## src/verilog/mscr_defs.vh

```
// Register map, field positions, reset values and timing counts of the startup configuration bank
`ifndef MSCR_DEFS_VH
`define MSCR_DEFS_VH
`define MSCR_ADDR_ADVANCE       8'h22
`define MSCR_ADDR_OPTION_ONE    8'h23
`define MSCR_ADDR_OPTION_TWO    8'h24
`define MSCR_RESET_ADVANCE      8'h00
`define MSCR_RESET_OPTION_ONE   8'h00
`define MSCR_RESET_OPTION_TWO   8'h00
`define MSCR_ADV_SEL_BIT        7
`define MSCR_ADV_SHIFT_HI       6
`define MSCR_ADV_SHIFT_LO       4
`define MSCR_ADV_MANT_HI        3
`define MSCR_ADV_MANT_LO        0
`define MSCR_STAT_THR_HI        7
`define MSCR_STAT_THR_LO        6
`define MSCR_ANGLE_HI           5
`define MSCR_ANGLE_LO           4
`define MSCR_ISD_EN_BIT         3
`define MSCR_REV_EN_BIT         2
`define MSCR_REV_THR_HI         1
`define MSCR_REV_THR_LO         0
`define MSCR_OL_CURR_HI         7
`define MSCR_OL_CURR_LO         6
`define MSCR_RAMP_HI            5
`define MSCR_RAMP_LO            3
`define MSCR_BRAKE_HI           2
`define MSCR_BRAKE_LO           0
`define MSCR_CLK_PERIOD_NS      20
`define MSCR_DELAY_STEP_NS      2500
`define MSCR_DELAY_STEP_CYC     (`MSCR_DELAY_STEP_NS / `MSCR_CLK_PERIOD_NS)
`define MSCR_STAT_BASE_MS       80
`define MSCR_CYC_PER_MS         (1000000 / `MSCR_CLK_PERIOD_NS)
`endif

```

## src/verilog/mscr_regs.v

```verilog
// Startup configuration register bank of the sensorless motor controller
//
// Behaviour
// - Advance select bit 7: 0 fixed advance time, 1 speed/supply dependent.
// - Advance delay equals 2.5 us times mantissa[3:0] shifted left by bits 6:4.
// - Stationary threshold codes mean 80, 160, 320, 640 ms without zero crossing.
// - Sense advance angle codes give 30, 60, 90, 120 degrees.
// - Option one bit 3 enables initial speed detection.
// - Option one bit 2 enables reverse drive.
// - Reverse or brake threshold codes mean 6.3, 13, 26, 51 Hz.
// - Open-loop current codes give 0.2, 0.4, 0.8, 1.6 A.
// - Open-loop ramp rate codes 000 to 111, 6 down to 0.023 Vcc/s.
// - Brake duration code 000 disables braking; others 2.7 s down to 0.04 s.
`timescale 1ns/1ns
`default_nettype none
`include "mscr_defs.vh"

module mscr_regs
#(
    parameter STAT_BASE_CYC = `MSCR_STAT_BASE_MS * `MSCR_CYC_PER_MS
)
(
    // Clock and reset
    input  wire        ref_clk,
    input  wire        reset,
    // Register access port, single-cycle write and registered read
    input  wire [7:0]  reg_addr,
    input  wire        reg_write,
    input  wire [7:0]  reg_wdata,
    input  wire        reg_read,
    output reg  [7:0]  reg_rdata,
    output reg         reg_rvalid,
    // Advance timing to the control core
    output reg         advance_timing_select,
    output reg  [6:0]  advance_delay_value,
    output reg  [17:0] advance_delay_time,
    output reg  [24:0] advance_delay_cycles,
    // Initial speed detection and sensing
    output reg  [1:0]  stationary_threshold,
    output reg  [31:0] stationary_cycles,
    output reg  [1:0]  sense_advance_angle,
    output reg  [6:0]  sense_angle_degrees,
    output reg         initial_speed_detect_enable,
    // Reverse drive
    output reg         reverse_drive_enable,
    output reg  [1:0]  reverse_drive_threshold,
    // Open loop and braking
    output reg  [1:0]  open_loop_current,
    output reg  [2:0]  open_loop_ramp_rate,
    output reg  [2:0]  brake_duration,
    output reg         brake_enable
);

    // Address and reset value of every entry, packed lowest entry first
    localparam [23:0] ENTRY_ADDRS  = {`MSCR_ADDR_OPTION_TWO,
                                      `MSCR_ADDR_OPTION_ONE,
                                      `MSCR_ADDR_ADVANCE};
    localparam [23:0] ENTRY_RESETS = {`MSCR_RESET_OPTION_TWO,
                                      `MSCR_RESET_OPTION_ONE,
                                      `MSCR_RESET_ADVANCE};
    // Timing counts held at 32 bits so every product below is sized on purpose
    localparam [31:0] DELAY_STEP   = `MSCR_DELAY_STEP_CYC;
    localparam [31:0] STAT_BASE    = STAT_BASE_CYC;
    // One sense angle step, 30 degrees
    localparam [6:0]  ANGLE_STEP   = 7'h1E;

    // Storage, flattened lowest entry first, and per-entry address match
    wire [23:0] bank_flat;
    wire [2:0]  entry_hit;
    reg  [7:0]  next_rdata;
    // Named views of the storage
    wire [7:0]  advance_reg;
    wire [7:0]  option_one;
    wire [7:0]  option_two;
    // Advance delay fields and products
    wire [3:0]  mant;
    wire [2:0]  shift;
    wire [17:0] delay_units;
    wire [31:0] delay_cycles_full;
    // Option one fields and derived values
    wire [1:0]  thr;
    wire [1:0]  ang;
    wire        isd_bit;
    wire        rev_bit;
    wire [1:0]  rev_thr;
    wire [31:0] stat_cycles_full;
    wire [6:0]  angle_deg;
    // Option two fields
    wire [1:0]  curr_code;
    wire [2:0]  ramp_code;
    wire [2:0]  brake_code;
    wire        brake_on;

    // One storage entry per register; writes to unmapped addresses match no entry
    genvar g;
    generate
        for (g = 0; g < 3; g = g + 1)
        begin : entry
            reg [7:0] value;

            // Address match of this entry
            assign entry_hit[g] = (reg_addr == ENTRY_ADDRS[g*8 +: 8]);

            // Write storage; the read mux still sees the old value in the write cycle
            always @(posedge ref_clk)
            begin
                if (reset)
                    value <= ENTRY_RESETS[g*8 +: 8];
                else if (reg_write && entry_hit[g])
                    value <= reg_wdata;
            end

            // Hand the entry to the flat storage vector
            assign bank_flat[g*8 +: 8] = value;
        end
    endgenerate

    // Named views for the decode below
    assign advance_reg = bank_flat[7:0];
    assign option_one  = bank_flat[15:8];
    assign option_two  = bank_flat[23:16];

    // Read mux on the one-hot match; unmapped addresses read as zero
    always @*
    begin
        case (entry_hit)
            3'h1:    next_rdata = advance_reg;
            3'h2:    next_rdata = option_one;
            3'h4:    next_rdata = option_two;
            default: next_rdata = 8'h00;
        endcase
    end

    // Read valid is a one-cycle pulse one edge after the strobe
    always @(posedge ref_clk)
    begin
        if (reset)
        begin
            reg_rvalid <= 1'b0;
        end
        else
        begin
            reg_rvalid <= reg_read;
        end
    end

    // Read data holds the last answer until the next read
    always @(posedge ref_clk)
    begin
        if (reset)
        begin
            reg_rdata <= 8'h00;
        end
        else if (reg_read)
        begin
            reg_rdata <= next_rdata;
        end
    end

    // Advance delay: mantissa shifted left; a shift of 7 needs 11 of the 18 bits
    assign mant              = advance_reg[`MSCR_ADV_MANT_HI:`MSCR_ADV_MANT_LO];
    assign shift             = advance_reg[`MSCR_ADV_SHIFT_HI:`MSCR_ADV_SHIFT_LO];
    assign delay_units       = {14'h0000, mant} << shift;
    // Product kept at 32 bits; its largest value needs 18, so the cut below loses nothing
    assign delay_cycles_full = {14'h0000, delay_units} * DELAY_STEP;

    // Option one fields
    assign thr              = option_one[`MSCR_STAT_THR_HI:`MSCR_STAT_THR_LO];
    assign ang              = option_one[`MSCR_ANGLE_HI:`MSCR_ANGLE_LO];
    assign isd_bit          = option_one[`MSCR_ISD_EN_BIT];
    assign rev_bit          = option_one[`MSCR_REV_EN_BIT];
    assign rev_thr          = option_one[`MSCR_REV_THR_HI:`MSCR_REV_THR_LO];
    // Base time doubles with each code step; 640 ms at 50 MHz fits easily in 32 bits
    assign stat_cycles_full = STAT_BASE << thr;
    // One step per code plus one step of offset, 120 degrees at most
    assign angle_deg        = ANGLE_STEP * {5'h00, ang} + ANGLE_STEP;

    // Option two fields; a zero brake code means no braking at all
    assign curr_code  = option_two[`MSCR_OL_CURR_HI:`MSCR_OL_CURR_LO];
    assign ramp_code  = option_two[`MSCR_RAMP_HI:`MSCR_RAMP_LO];
    assign brake_code = option_two[`MSCR_BRAKE_HI:`MSCR_BRAKE_LO];
    assign brake_on   = |brake_code;

    // Advance fields, registered so the core sees glitch-free values
    always @(posedge ref_clk)
    begin
        if (reset)
        begin
            advance_timing_select <= 1'b0;
            advance_delay_value   <= 7'h00;
        end
        else
        begin
            advance_timing_select <= advance_reg[`MSCR_ADV_SEL_BIT];
            advance_delay_value   <= advance_reg[`MSCR_ADV_SHIFT_HI:`MSCR_ADV_MANT_LO];
        end
    end

    // Advance delay in 2.5 us units and in clock cycles
    always @(posedge ref_clk)
    begin
        if (reset)
        begin
            advance_delay_time   <= 18'h00000;
            advance_delay_cycles <= 25'h0000000;
        end
        else
        begin
            advance_delay_time   <= delay_units;
            advance_delay_cycles <= delay_cycles_full[24:0];
        end
    end

    // Initial speed detection and sensing fields, one cycle behind storage
    always @(posedge ref_clk)
    begin
        if (reset)
        begin
            stationary_threshold        <= 2'h0;
            sense_advance_angle         <= 2'h0;
            initial_speed_detect_enable <= 1'b0;
        end
        else
        begin
            stationary_threshold        <= thr;
            sense_advance_angle         <= ang;
            initial_speed_detect_enable <= isd_bit;
        end
    end

    // Stationary time in cycles and advance angle in degrees
    always @(posedge ref_clk)
    begin
        if (reset)
        begin
            stationary_cycles   <= 32'h00000000;
            sense_angle_degrees <= 7'h00;
        end
        else
        begin
            stationary_cycles   <= stat_cycles_full;
            sense_angle_degrees <= angle_deg;
        end
    end

    // Reverse drive fields; the threshold applies to braking as well
    always @(posedge ref_clk)
    begin
        if (reset)
        begin
            reverse_drive_enable    <= 1'b0;
            reverse_drive_threshold <= 2'h0;
        end
        else
        begin
            reverse_drive_enable    <= rev_bit;
            reverse_drive_threshold <= rev_thr;
        end
    end

    // Open-loop current and its ramp rate
    always @(posedge ref_clk)
    begin
        if (reset)
        begin
            open_loop_current   <= 2'h0;
            open_loop_ramp_rate <= 3'h0;
        end
        else
        begin
            open_loop_current   <= curr_code;
            open_loop_ramp_rate <= ramp_code;
        end
    end

    // Brake duration code as written
    always @(posedge ref_clk)
    begin
        if (reset)
        begin
            brake_duration <= 3'h0;
        end
        else
        begin
            brake_duration <= brake_code;
        end
    end

    // Brake enable follows the code, so the core never needs to decode it
    always @(posedge ref_clk)
    begin
        if (reset)
        begin
            brake_enable <= 1'b0;
        end
        else
        begin
            brake_enable <= brake_on;
        end
    end

endmodule // mscr_regs
`default_nettype wire

```

## config.mk

```make
export PLATFORM = sky130hd
export DESIGN_NAME = mscr_regs
export DESIGN_NICKNAME = d
export VERILOG_FILES = /design/src/verilog/mscr_regs.v
export VERILOG_INCLUDE_DIRS = /design/src /design/src/verilog
export SDC_FILE = /design/constraint.sdc
export NUM_CORES = 1
export LEC_CHECK = 0
export BUFFER_PORTS_ARGS = -buffer_cell sky130_fd_sc_hd__buf_2
export CAP_MARGIN = 20
export CORE_ASPECT_RATIO = 1.4
export CORE_MARGIN = 2
export CORE_UTILIZATION = 25
export CTS_CLUSTER_SIZE = 28
export DETAILED_ROUTE_END_ITERATION = 10
export PLACE_DENSITY = 0.54
export REMOVE_ABC_BUFFERS = 1
export SYNTH_ARGS = -nofsm -noshare
export SYNTH_HDL_FRONTEND = slang
export SYNTH_SLANG_ARGS = --single-unit
```

## constraint.sdc

```tcl
create_clock -name ref_clk -period 4.7 [get_ports ref_clk]
set_clock_uncertainty 0.05 [all_clocks]
set_input_delay 1.41 -clock ref_clk [delete_from_list [all_inputs] [get_ports ref_clk]]
set_output_delay 1.41 -clock ref_clk [all_outputs]
set_load 0.01 [all_outputs]
```

# --- Yosys cells after proc, flatten, opt, wreduce, memory -nomap -nowiden ---
# Index checks and enable logic that the tools add are counted.
# W data, S select, Z words.
totals:
  output_inout_bits: 116
  input_bits: 20
  ff_bits: 140
  elab_cells: 36
op_classes:
  n_mux: 1
  shift: 2
  multipliers: 2
  n_eq_ne: 6
  n_reduce_logical: 4
  add_sub_neg: 1
op_table:
  columns: ["cell", "count"]
  rows:
  - ["$shl A22 B2 Y32 const A", 1]
  - ["$mul A18 B7 Y25 const B", 1]
  - ["$eq A8 B6 Y1 const B", 3]
  - ["$pmux W8 S3", 1]
  - ["$shl A4 B3 Y18", 1]
  - ["$add A7 B5 Y7 const B", 1]
  - ["$mul A4 B2 Y6 const A", 1]
  - ["$eq A3 B1 Y1 const B", 1]
  - ["$eq A3 B2 Y1 const B", 1]
  - ["$eq A3 B3 Y1 const B", 1]
  - ["$logic_and A1 B1 Y1", 3]
  - ["$reduce_or A3 Y1", 1]

# --- Depth between registers and ports, before layout ---
# Gate-level depths: netlist of the first run.
depth:
  ltp_word: 3
  mapped_depth: 19
  depth_no_buf: 17

# --- Worst setup path before layout of the first run ---
# Ideal clock, no wire load.
synth_timing:
  path_type: "register to register"
  startpoint: "register entry[0].value[5], in the netlist advance_reg[5]"
  endpoint: "register advance_delay_cycles[17]"
  setup_slack_ps: -554
  setup_time_ps: 123
  t_required_ps: 4527
  path_buffers: 2
  stages_incl_launch_ff: 19
  synth_period_minus_slack_ps: 5254
  arrival_time_ps: 5081
  cell_sequence: "dfxtp_1 > clkbuf_1 > mux2_2 > o21ai_0 > nand2b_1 > inv_1 > fa_1 > inv_1 > fa_1 > fa_1 > inv_1 > fa_1 > ha_1 > buf_6 > a21o_1 > a311oi_4 > nor3_2 > a311oi_1 > mux2_1"
synth_via:
  elab_chain_cells: 2
synth_rtl:
  columns: ["item", "line", "source"]
  rows:
  - ["start, declared", "mscr_regs.v:99", "reg [7:0] value;"]
  - ["start signal, assigned", "mscr_regs.v:108", "value <= ENTRY_RESETS[g*8 +: 8];"]
  - ["start signal, assigned", "mscr_regs.v:110", "value <= reg_wdata;"]
  - ["$shl A4 B3 Y18", "mscr_regs.v:163", "assign delay_units = {14'h0000, mant} << shift;"]
  - ["via delay_units[3]", "mscr_regs.v:78", "wire [17:0] delay_units;"]
  - ["$mul A18 B7 Y25", "mscr_regs.v:165", "assign delay_cycles_full = {14'h0000, delay_units} * DELAY_STEP;"]
  - ["end signal, assigned", "mscr_regs.v:210", "advance_delay_cycles <= delay_cycles_full[24:0];"]
  - ["end, declared", "mscr_regs.v:37", "output reg [24:0] advance_delay_cycles,"]
# The timed path passes the listed nets, and every way through them passes these cells.
# A chain may end at the register's enable or synchronous reset.

# --- Worst setup path in the final report of the first run ---
# Ends and elaborated chain as after synthesis.

==> impl_metrics.json, run 1 <==
{
  "ant_nets": 0,
  "worstPathCellList": "mux2_4, o21ai_2, nand2b_4, inv_4, fa_1, inv_1, fa_1, fa_1, inv_2, fa_1, ha_4, a21o_1, a311oi_4, nor3_2, a311oi_1, mux2_1",
  "cp_max_fo": 4,
  "power_density_nw_per_um2": 237,
  "grt-ovfl-total": 0,
  "largest_reg_flops": 18,
  "port_buffers": 106,
  "dr.first_iter.drc_count": 154,
  "drc_errors": 0,
  "dr_wl_met3_um": 647,
  "min_period_over_period_pct": 99.6,
  "final_cells": 1071,
  "synth_edf_count": 0,
  "synth_top_family_by_area": "adder cells",
  "path_buf_inv": 3,
  "num_io_pins": 136,
  "gp_congestion": 0.810,
  "synthDistinctLibCells": 53,
  "ys_seq_elements": 102,
  "die_area_um2": 24300,
  "cap_violations": 0,
  "grt_max_degree": 42,
  "place_hpwl_um": 10800,
  "synth-simple-area-share_pct": 13.8,
  "synth_area_leaders": "dfxtp_1 35%, fa_1 12%, ha_1 11%",
  "vdd_ir_drop_max_mv": 0.182,
  "synth_xor_area_share_pct": 1.22,
  "final_common_cell": "buf_2",
  "grt_pass1_vias": 4425,
  "routed_via_density": 4.15,
  "cp-end-kind": "flip-flop",
  "hold_violations": 0,
  "drt_pass1_iterations": 4,
  "top_layer_used": "met4",
  "status": "finished, final reports clean",
  "crit_type": "reg -> reg",
  "dr_wl_met2_um": 7170,
  "cts_buffers": 9,
  "initial_utilization_pct": 25.5,
  "drt-wirelength-per-cell_um": 12.9,
  "std_cell_rows": 65,
  "die_w_um": 132,
  "critPathArrivalTime_ns": 4.88,
  "dp_cells": 1048,
  "cts_root_buffer": "clkbuf_16",
  "synth_adder_area_share_pct": 23.1,
  "tritoncts": "done",
  "coreArea_um2": 22600,
  "post-place-ws_ns": -0.426,
  "critPathSlowestCell": "fa_1",
  "drt-met1-wl_um": 5670,
  "htreeDepth": 3,
  "tns_ns": 0,
  "cts_hold_buf": 0,
  "synth_compound_area_share_pct": 9.24,
  "ys_warn_count": 0,
  "grtUsageTotal_pct": 11.6,
  "drt_wl_total_um": 13800,
  "largest_register": "advance_delay_cycles",
  "path_delay_family": "adder cells",
  "start_kind": "flip-flop",
  "reg_top3": "advance_delay_cycles x18, entry.value x16",
  "final_cell_mix": "106 x buf_2, 96 x dfxtp_1, 82 x buf_4",
  "cpPeakStageDelay_ns": 0.54,
  "cp_common_cell": "fa_1",
  "leakagePower_nw": 3.94,
  "async_flop_share_pct": 0,
  "numClockSinks": 102,
  "drive_gt1_share_pct": 34.8,
  "synth_top_area_share_pct": 35.4,
  "cts.clk_slew.worst_paths_ns": 0.08,
  "utilization_pct": 34.0,
  "final_max_slew_viol_count": 0,
  "area_growth_pct": 33.4,
  "syn_area_per_cell_um2": 9.64,
  "grt_pass1_wl_um": 22300,
  "hold_path.class": "reg -> reg",
  "syn_inst": 598,
  "antenna_found_initial": 0,
  "synthMuxAreaShare_pct": 6.03,
  "cp.required_ns": 4.90,
  "antenna_cells": 0,
  "finalSetupViolCount": 0,
  "fin_crit_ns": 4.68,
  "fin_ws_ns": 0.0202,
  "ctsLongestPathBuffers": 2,
  "max_freq_mhz": 214,
  "clk_latency_ns": 0.35,
  "layout.nets": 871,
  "syn_area_um2": 5770,
  "chipHeight_um": 184,
  "rsz0062_at_grt": "true",
  "worst_pin_slew_ns": 0.859,
  "whs_ns": 0.433,
  "slew-limit-headroom_pct": 42.7,
  "synthFlopType": "dfxtp_1",
  "vias": 4447,
  "ys_seq_area_share_pct": 35.4,
  "synth.largest_area_cell": "dfxtp_1"
}
## where the power goes
part | internal, mW | switching [mW] | leakage [nW]
Sequential | 0.867 | 0.00145 | 0.829
Combinational | 0.0205 | 0.0466 | 2.94
Clock | 0.531 | 0.355 | 0.173
Total | 1.42 | 0.403 | 3.94
## cell families (layout without fill, tap and decap cells)
kind of cell | count (synthesis) | after routing
and+or+nand+nor | 163 | 163
muxes | 34 | 34
adders and majority gates | 86 | 86
buffers and inverters | 131 | 275
AOI/OAI and AO/OA | 73 | 73
DFF | 102 | 102
xor gates and xnor gates | 8 | 8
other | 1 | 29
## metrics by stage
step | power (mW) | area, um2
3_5_place_dp | 0.957 | 6970
3_3_place_gp | 0.957 | 6970
4_1_cts | 1.85 | 7480
2_1_floorplan | 0.917 | 5480
6_report | 1.82 | 7690
5_1_grt | 1.91 | 7690
## repair_timing
action / 4_1_cts / 5_1_grt
pin swaps: 16 / 23
endpoints found under the setup margin: 12 / 11
resized for setup: 30 / 45
setup buffers: 4 / 3
## worst paths after layout
kind                        from                        to  slack, ns  cells past startpoint
setup / recovery  advance_reg[5]  advance_delay_cycles[17]       0.02                     16
hold reg to reg   advance_reg[7]     advance_timing_select       0.43                      1
hold / removal    advance_reg[7]     advance_timing_select       0.43                      1
setup reg to reg  advance_reg[5]  advance_delay_cycles[17]       0.02                     16
## cells in the mapped netlist (10+ instances only)
library cell  instances
a21oi_1              16
buf_4                38
nor2b_1              28
nor2_1               73
clkbuf_1             19
ha_1                 52
nor3_1               10
a2bb2oi_1            16
inv_1                67
nand2_1              19
mux2i_1              28
fa_1                 34
dfxtp_1             102
## final cells by class
class / instances / area (um2)
sequential: 102 / 2060
timing repair buffer: 191 / 1180
clock inverter: 7 / 128
inverter: 68 / 262
multi-input combinational: 393 / 3460
tap: 301 / 377
clock buffer: 9 / 225
fill: 2374 / 14900
## layer usage
layer | vias up | track usage [%]
met5 | - | 0
met4 | 0 | 4.26
li1 | 2224 | -
met1 | 2070 | 13.2
met3 | 26 | 2.34
met2 | 127 | 21.5
Note: power is estimated with default switching activity, not from simulation.
==> inputs of run 2 (changes only) <==
--- a/config.mk
+++ b/config.mk
@@ -9,7 +9,6 @@
 export BUFFER_PORTS_ARGS = -buffer_cell sky130_fd_sc_hd__buf_2
 export CAP_MARGIN = 20
 export CORE_ASPECT_RATIO = 1.4
-export CORE_MARGIN = 2
 export CORE_UTILIZATION = 25
 export CTS_CLUSTER_SIZE = 28
 export DETAILED_ROUTE_END_ITERATION = 10
==> impl_metrics.json, run 2 (synthesized netlist as in run 1, its figures left out) <==
{
  "initial_utilization_pct": 25.5,
  "sw_frac_of_total_pct": 24.5,
  "final_cell_mix": "106 x buf_2, 96 x dfxtp_1, 72 x nor2_1",
  "cts_buffers": 9,
  "grtUsageTotal_pct": 12.0,
  "cts.clk_slew.worst_paths_ns": 0.08,
  "hold_violations": 0,
  "port_buffers": 106,
  "whs_ns": 0.434,
  "chipHeight_um": 182,
  "cts_root_buffer": "clkbuf_16",
  "final_common_cell": "buf_2",
  "drive_gt1_share_pct": 33.5,
  "cap_violations": 0,
  "grt_pass1_wl_um": 22000,
  "grt_max_degree": 60,
  "antenna_cells": 0,
  "fin_ws_ns": 0.00114,
  "leakagePower_nw": 3.90,
  "std_cell_rows": 65,
  "status": "finished, final reports clean",
  "cp-end-kind": "flip-flop",
  "finish.instance_area_um2": 7560,
  "seqPwrFrac_pct": 49.9,
  "area_growth_pct": 31.1,
  "place_hpwl_um": 10600,
  "num_io_pins": 136,
  "coreArea_um2": 22600,
  "power_mw": 1.74,
  "power.switching_mw": 0.426,
  "placed_area_um2": 6930,
  "drt_wl_total_um": 13600,
  "min_period_over_period_pct": 100,
  "ant_nets": 0,
  "dp_cells": 1041,
  "final_max_slew_viol_count": 0,
  "tritoncts": "done",
  "critPathArrivalTime_ns": 4.90,
  "hold_path.class": "reg -> reg",
  "drt_pass1_iterations": 5,
  "antenna_found_initial": 0,
  "slew-limit-headroom_pct": 50.2,
  "cp.required_ns": 4.90,
  "die_w_um": 130,
  "largest_reg_flops": 18,
  "gp_congestion": 0.802,
  "routed_via_density": 4.15,
  "rsz0062_at_grt": "true",
  "fin_crit_ns": 4.70,
  "post-place-ws_ns": -0.456,
  "clk_latency_ns": 0.36,
  "finalSetupViolCount": 0,
  "worst_pin_slew_ns": 0.746,
  "htreeDepth": 3,
  "largest_register": "advance_delay_cycles",
  "utilization_pct": 33.4,
  "cp_max_fo": 4,
  "start_kind": "flip-flop",
  "final_cells": 1062,
  "crit_type": "reg -> reg",
  "max_freq_mhz": 213,
  "die_area_um2": 23700,
  "ctsLongestPathBuffers": 2,
  "dr.first_iter.drc_count": 147,
  "tns_ns": 0,
  "num-fill-cells": 2380,
  "grt_pass1_vias": 4450,
  "drc_errors": 0,
  "vias": 4411,
  "clkPwrFrac_pct": 46.3,
  "drt-wirelength-per-cell_um": 12.8,
  "vdd_ir_drop_max_mv": 0.160,
  "grt-ovfl-total": 0,
  "layout.nets": 862,
  "power_density_nw_per_um2": 230,
  "numClockSinks": 102,
  "p_int_mw": 1.31,
  "reg_top3": "advance_delay_cycles x18, entry.value x16",
  "combPwrFrac_pct": 3.8
}
-- run 2: changes by cell type in the layout (fill, tap and decap cells not counted), sizes merged --
cell	delta
clkinv	+3
buf	-9
inv	-1
bufinv	-2
-- run 2: final timing paths --
path | slack [ns] | cells past startpoint | end | start
setup / recovery | 0.001 | 16 | advance_delay_cycles[17] | advance_reg[5]
hold / removal | 0.43 | 1 | advance_timing_select | advance_reg[7]
setup reg to reg | 0.001 | 16 | advance_delay_cycles[17] | advance_reg[5]
hold reg to reg | 0.43 | 1 | advance_timing_select | advance_reg[7]
-- run 2: timing repair --
item | in CTS | in global routing
hold buffers | 0 | 0
endpoints found under the setup margin | 12 | 12
setup buffers | 1 | 4
hold endpoints to repair | 0 | 0
pin swaps | 26 | 2
gates resized for setup | 42 | 26
-- run 2: layout make-up --
type	instances	area [um2]	area share [%]
flip-flops and latches	102	2050	27.2
multi-input cells	393	3430	45.3
inverters	68	258	3.41
repair buffers	182	1130	14.9
well taps	301	377	4.98
clock inverters	7	91.3	1.21
clock buffers	9	225	2.98
-- run 2: worst max-delay path, stage by stage (launching register included) --
cell and delay (ns):
dfxtp_4 0.38, mux2_4 0.32, o21ai_2 0.16, nand2b_4 0.16, inv_4 0.05, fa_1 0.50
inv_1 0.05, fa_1 0.46, fa_1 0.49, inv_1 0.05, fa_1 0.54, ha_4 0.22
a21o_1 0.21, a311oi_4 0.30, nor3_4 0.08, a311oi_2 0.23, mux2_1 0.34
-- run 2: power groups by stage --
stage / combinational [mW] / clock [mW] / sequential (mW)
2_1_floorplan: 0.0233 / 0 / 0.894
3_3_place_gp: 0.0654 / 0 / 0.890
3_5_place_dp: 0.0650 / 0 / 0.890
4_1_cts: 0.0654 / 0.831 / 0.869
5_1_grt: 0.0731 / 0.867 / 0.869
6_report: 0.0656 / 0.805 / 0.868
-- run 2: layer usage --
metal | wire length (um) | global-route usage (%) | vias up
li1 | - | - | 2211
met1 | 5450 | 13.4 | 2049
met3 | 685 | 2.39 | 18
met5 | 0 | 0 | -
met4 | 257 | 5.20 | 0
met2 | 7230 | 21.7 | 133
==> inputs of run 3 (changes only) <==
--- a/config.mk
+++ b/config.mk
@@ -8,11 +8,13 @@
 export LEC_CHECK = 0
 export BUFFER_PORTS_ARGS = -buffer_cell sky130_fd_sc_hd__buf_2
 export CAP_MARGIN = 20
+export CELL_PAD_IN_SITES_DETAIL_PLACEMENT = 1
+export CELL_PAD_IN_SITES_GLOBAL_PLACEMENT = 2
 export CORE_ASPECT_RATIO = 1.4
 export CORE_UTILIZATION = 25
 export CTS_CLUSTER_SIZE = 28
 export DETAILED_ROUTE_END_ITERATION = 10
-export PLACE_DENSITY = 0.54
+export PLACE_DENSITY = 0.75
 export REMOVE_ABC_BUFFERS = 1
 export SYNTH_ARGS = -nofsm -noshare
 export SYNTH_HDL_FRONTEND = slang
==> impl_metrics.json, run 3 (synthesized netlist as in run 1, its figures left out) <==
{
  "hold_violations": 0,
  "fin_crit_ns": 4.70,
  "whs_ns": 0.437,
  "power_density_nw_per_um2": 232,
  "cts_buffers": 9,
  "vdd_ir_drop_max_mv": 0.168,
  "reg2reg_from": "advance_reg[5]",
  "place_hpwl_um": 11700,
  "status": "complete, but fails checks",
  "crit_path_end": "advance_delay_cycles[17]",
  "initial_utilization_pct": 25.5,
  "vias": 4558,
  "min_period_over_period_pct": 100,
  "grt_pass1_vias": 4782,
  "std_cell_rows": 65,
  "startpoint": "advance_reg[5]",
  "critPathArrivalTime_ns": 4.90,
  "tritoncts": "done",
  "port_buffers": 106,
  "area_growth_pct": 31.4,
  "final_cell_mix": "105 x buf_2, 96 x dfxtp_1, 76 x buf_4",
  "die_area_um2": 23700,
  "grtUsageTotal_pct": 13.1,
  "final_common_cell": "buf_2",
  "die_w_um": 130,
  "max_freq_mhz": 213,
  "hold_path.class": "reg -> reg",
  "clk_latency_ns": 0.36,
  "violations": "setup timing",
  "finalSetupViolCount": 2,
  "worst-r2r-setup-slack_ns": -0.004,
  "r2r_end": "advance_delay_cycles[17]",
  "htreeDepth": 3,
  "grt_max_degree": 44,
  "gp_congestion": 0.804,
  "reg2regPathDepth": 16,
  "reg_top3": "advance_delay_cycles x18, entry.value x16",
  "start_kind": "flip-flop",
  "slew-limit-headroom_pct": 53.0,
  "final_max_slew_viol_count": 0,
  "chipHeight_um": 182,
  "grt-ovfl-total": 0,
  "antenna_found_initial": 0,
  "drc_errors": 0,
  "cp-end-kind": "flip-flop",
  "cts.clk_slew.worst_paths_ns": 0.07,
  "largest_reg_flops": 18,
  "drt-wirelength-per-cell_um": 13.7,
  "dr.first_iter.drc_count": 107,
  "ant_nets": 0,
  "layout.nets": 865,
  "post-place-ws_ns": -0.508,
  "num_io_pins": 136,
  "drt_wl_total_um": 14600,
  "worst_pin_slew_ns": 0.702,
  "numClockSinks": 102,
  "cap_violations": 0,
  "crit_type": "reg -> reg",
  "cts_root_buffer": "clkbuf_16",
  "leakagePower_nw": 3.92,
  "rsz0062_at_grt": "true",
  "fin_ws_ns": -0.00395,
  "grt_pass1_wl_um": 23900,
  "drive_gt1_share_pct": 33.2,
  "drt_pass1_iterations": 4,
  "coreArea_um2": 22600,
  "cp_max_fo": 4,
  "routed_via_density": 4.28,
  "cts_hold_buf": 0,
  "largest_register": "advance_delay_cycles",
  "ctsLongestPathBuffers": 2,
  "antenna_cells": 0,
  "cp.required_ns": 4.90
}
==> run 3: cell types whose count changed in the layout (fill, tap and decap cells not counted), moves of 2 or more <==
| cell | previous run | this run |
|---|---|---|
| ha_4 | 5 | 7 |
| a21oi_2 | 5 | 3 |
| mux2_4 | 3 | 1 |
| buf_4 | 71 | 76 |
| mux2_2 | 2 | 4 |
| inv_2 | 4 | 6 |
| clkinv_4 | 2 | 0 |
| nor3_2 | 4 | 1 |
| nor3_1 | 5 | 7 |
==> run 3: critical path, cell delays in order (launching register included) <==
cell and delay, ns:
dfxtp_4 0.38, mux2_4 0.32, nand2_1 0.07, o21ai_1 0.08
a21oi_2 0.16, buf_4 0.16, fa_1 0.45, fa_1 0.55
inv_1 0.05, fa_1 0.47, fa_1 0.55, ha_4 0.22
a21o_1 0.21, a21oi_2 0.16, a21oi_1 0.09, a311oi_2 0.25
mux2_1 0.35
==> run 3: power by group <==
part           switching (mW)  internal (mW)
clock                   0.349          0.472
combinational          0.0462         0.0201
sequential            0.00147          0.867
total                   0.397           1.36
==> run 3: timing repair <==
item	in CTS	in global routing
hold endpoints to repair	0	0
resized for setup	50	14
setup buffers	3	2
setup endpoints to repair	12	11
pin swaps	24	6
==> run 3: through the flow <==
step / util, % / cells / TNS (ns) / power, mW / area (um2)
2_1_floorplan: - / 563 / -3.46 / 0.917 / 5480
3_3_place_gp: 30.7 / 1044 / -2.67 / 0.957 / 6950
3_5_place_dp: 30.7 / 1044 / -3.82 / 0.958 / 6950
4_1_cts: 33.2 / 1063 / 0 / 1.80 / 7500
5_1_grt: 33.5 / 1065 / -0.792 / 1.84 / 7570
6_report: 33.5 / 1065 / -0.00456 / 1.76 / 7570
==> run 3: final cells by class <==
class	instances	area (um2)
tap	301	377
clock buffer	10	229
fill	2665	15000
multi-input combinational	393	3430
inverter	68	255
clock inverter	6	92.6
sequential	102	2050
timing repair buffer	185	1140
==> run 3: per-layer routing <==
| metal | part of all wire [%] | GRT usage (%) |
|---|---|---|
| met5 | 0 | 0 |
| met4 | 1.8 | 4.87 |
| met3 | 4.8 | 3.03 |
| met2 | 56 | 25.3 |
| met1 | 38 | 13.3 |
==> run 3: worst min path at each step <==
stage	start	to	slack [ns]	cells after the start
2_1_floorplan	entry[2].value[6]	open_loop_current[0]	0.41	1
3_3_place_gp	reg_rdata[7]	reg_rdata[7]	0.41	2
3_5_place_dp	entry[1].value[1]	reverse_drive_threshold[1]	0.43	1
4_1_cts	entry[2].value[4]	open_loop_ramp_rate[1]	0.44	1
5_1_grt	entry[1].value[0]	reverse_drive_threshold[0]	0.46	1
6_report	entry[2].value[4]	open_loop_ramp_rate[1]	0.44	1
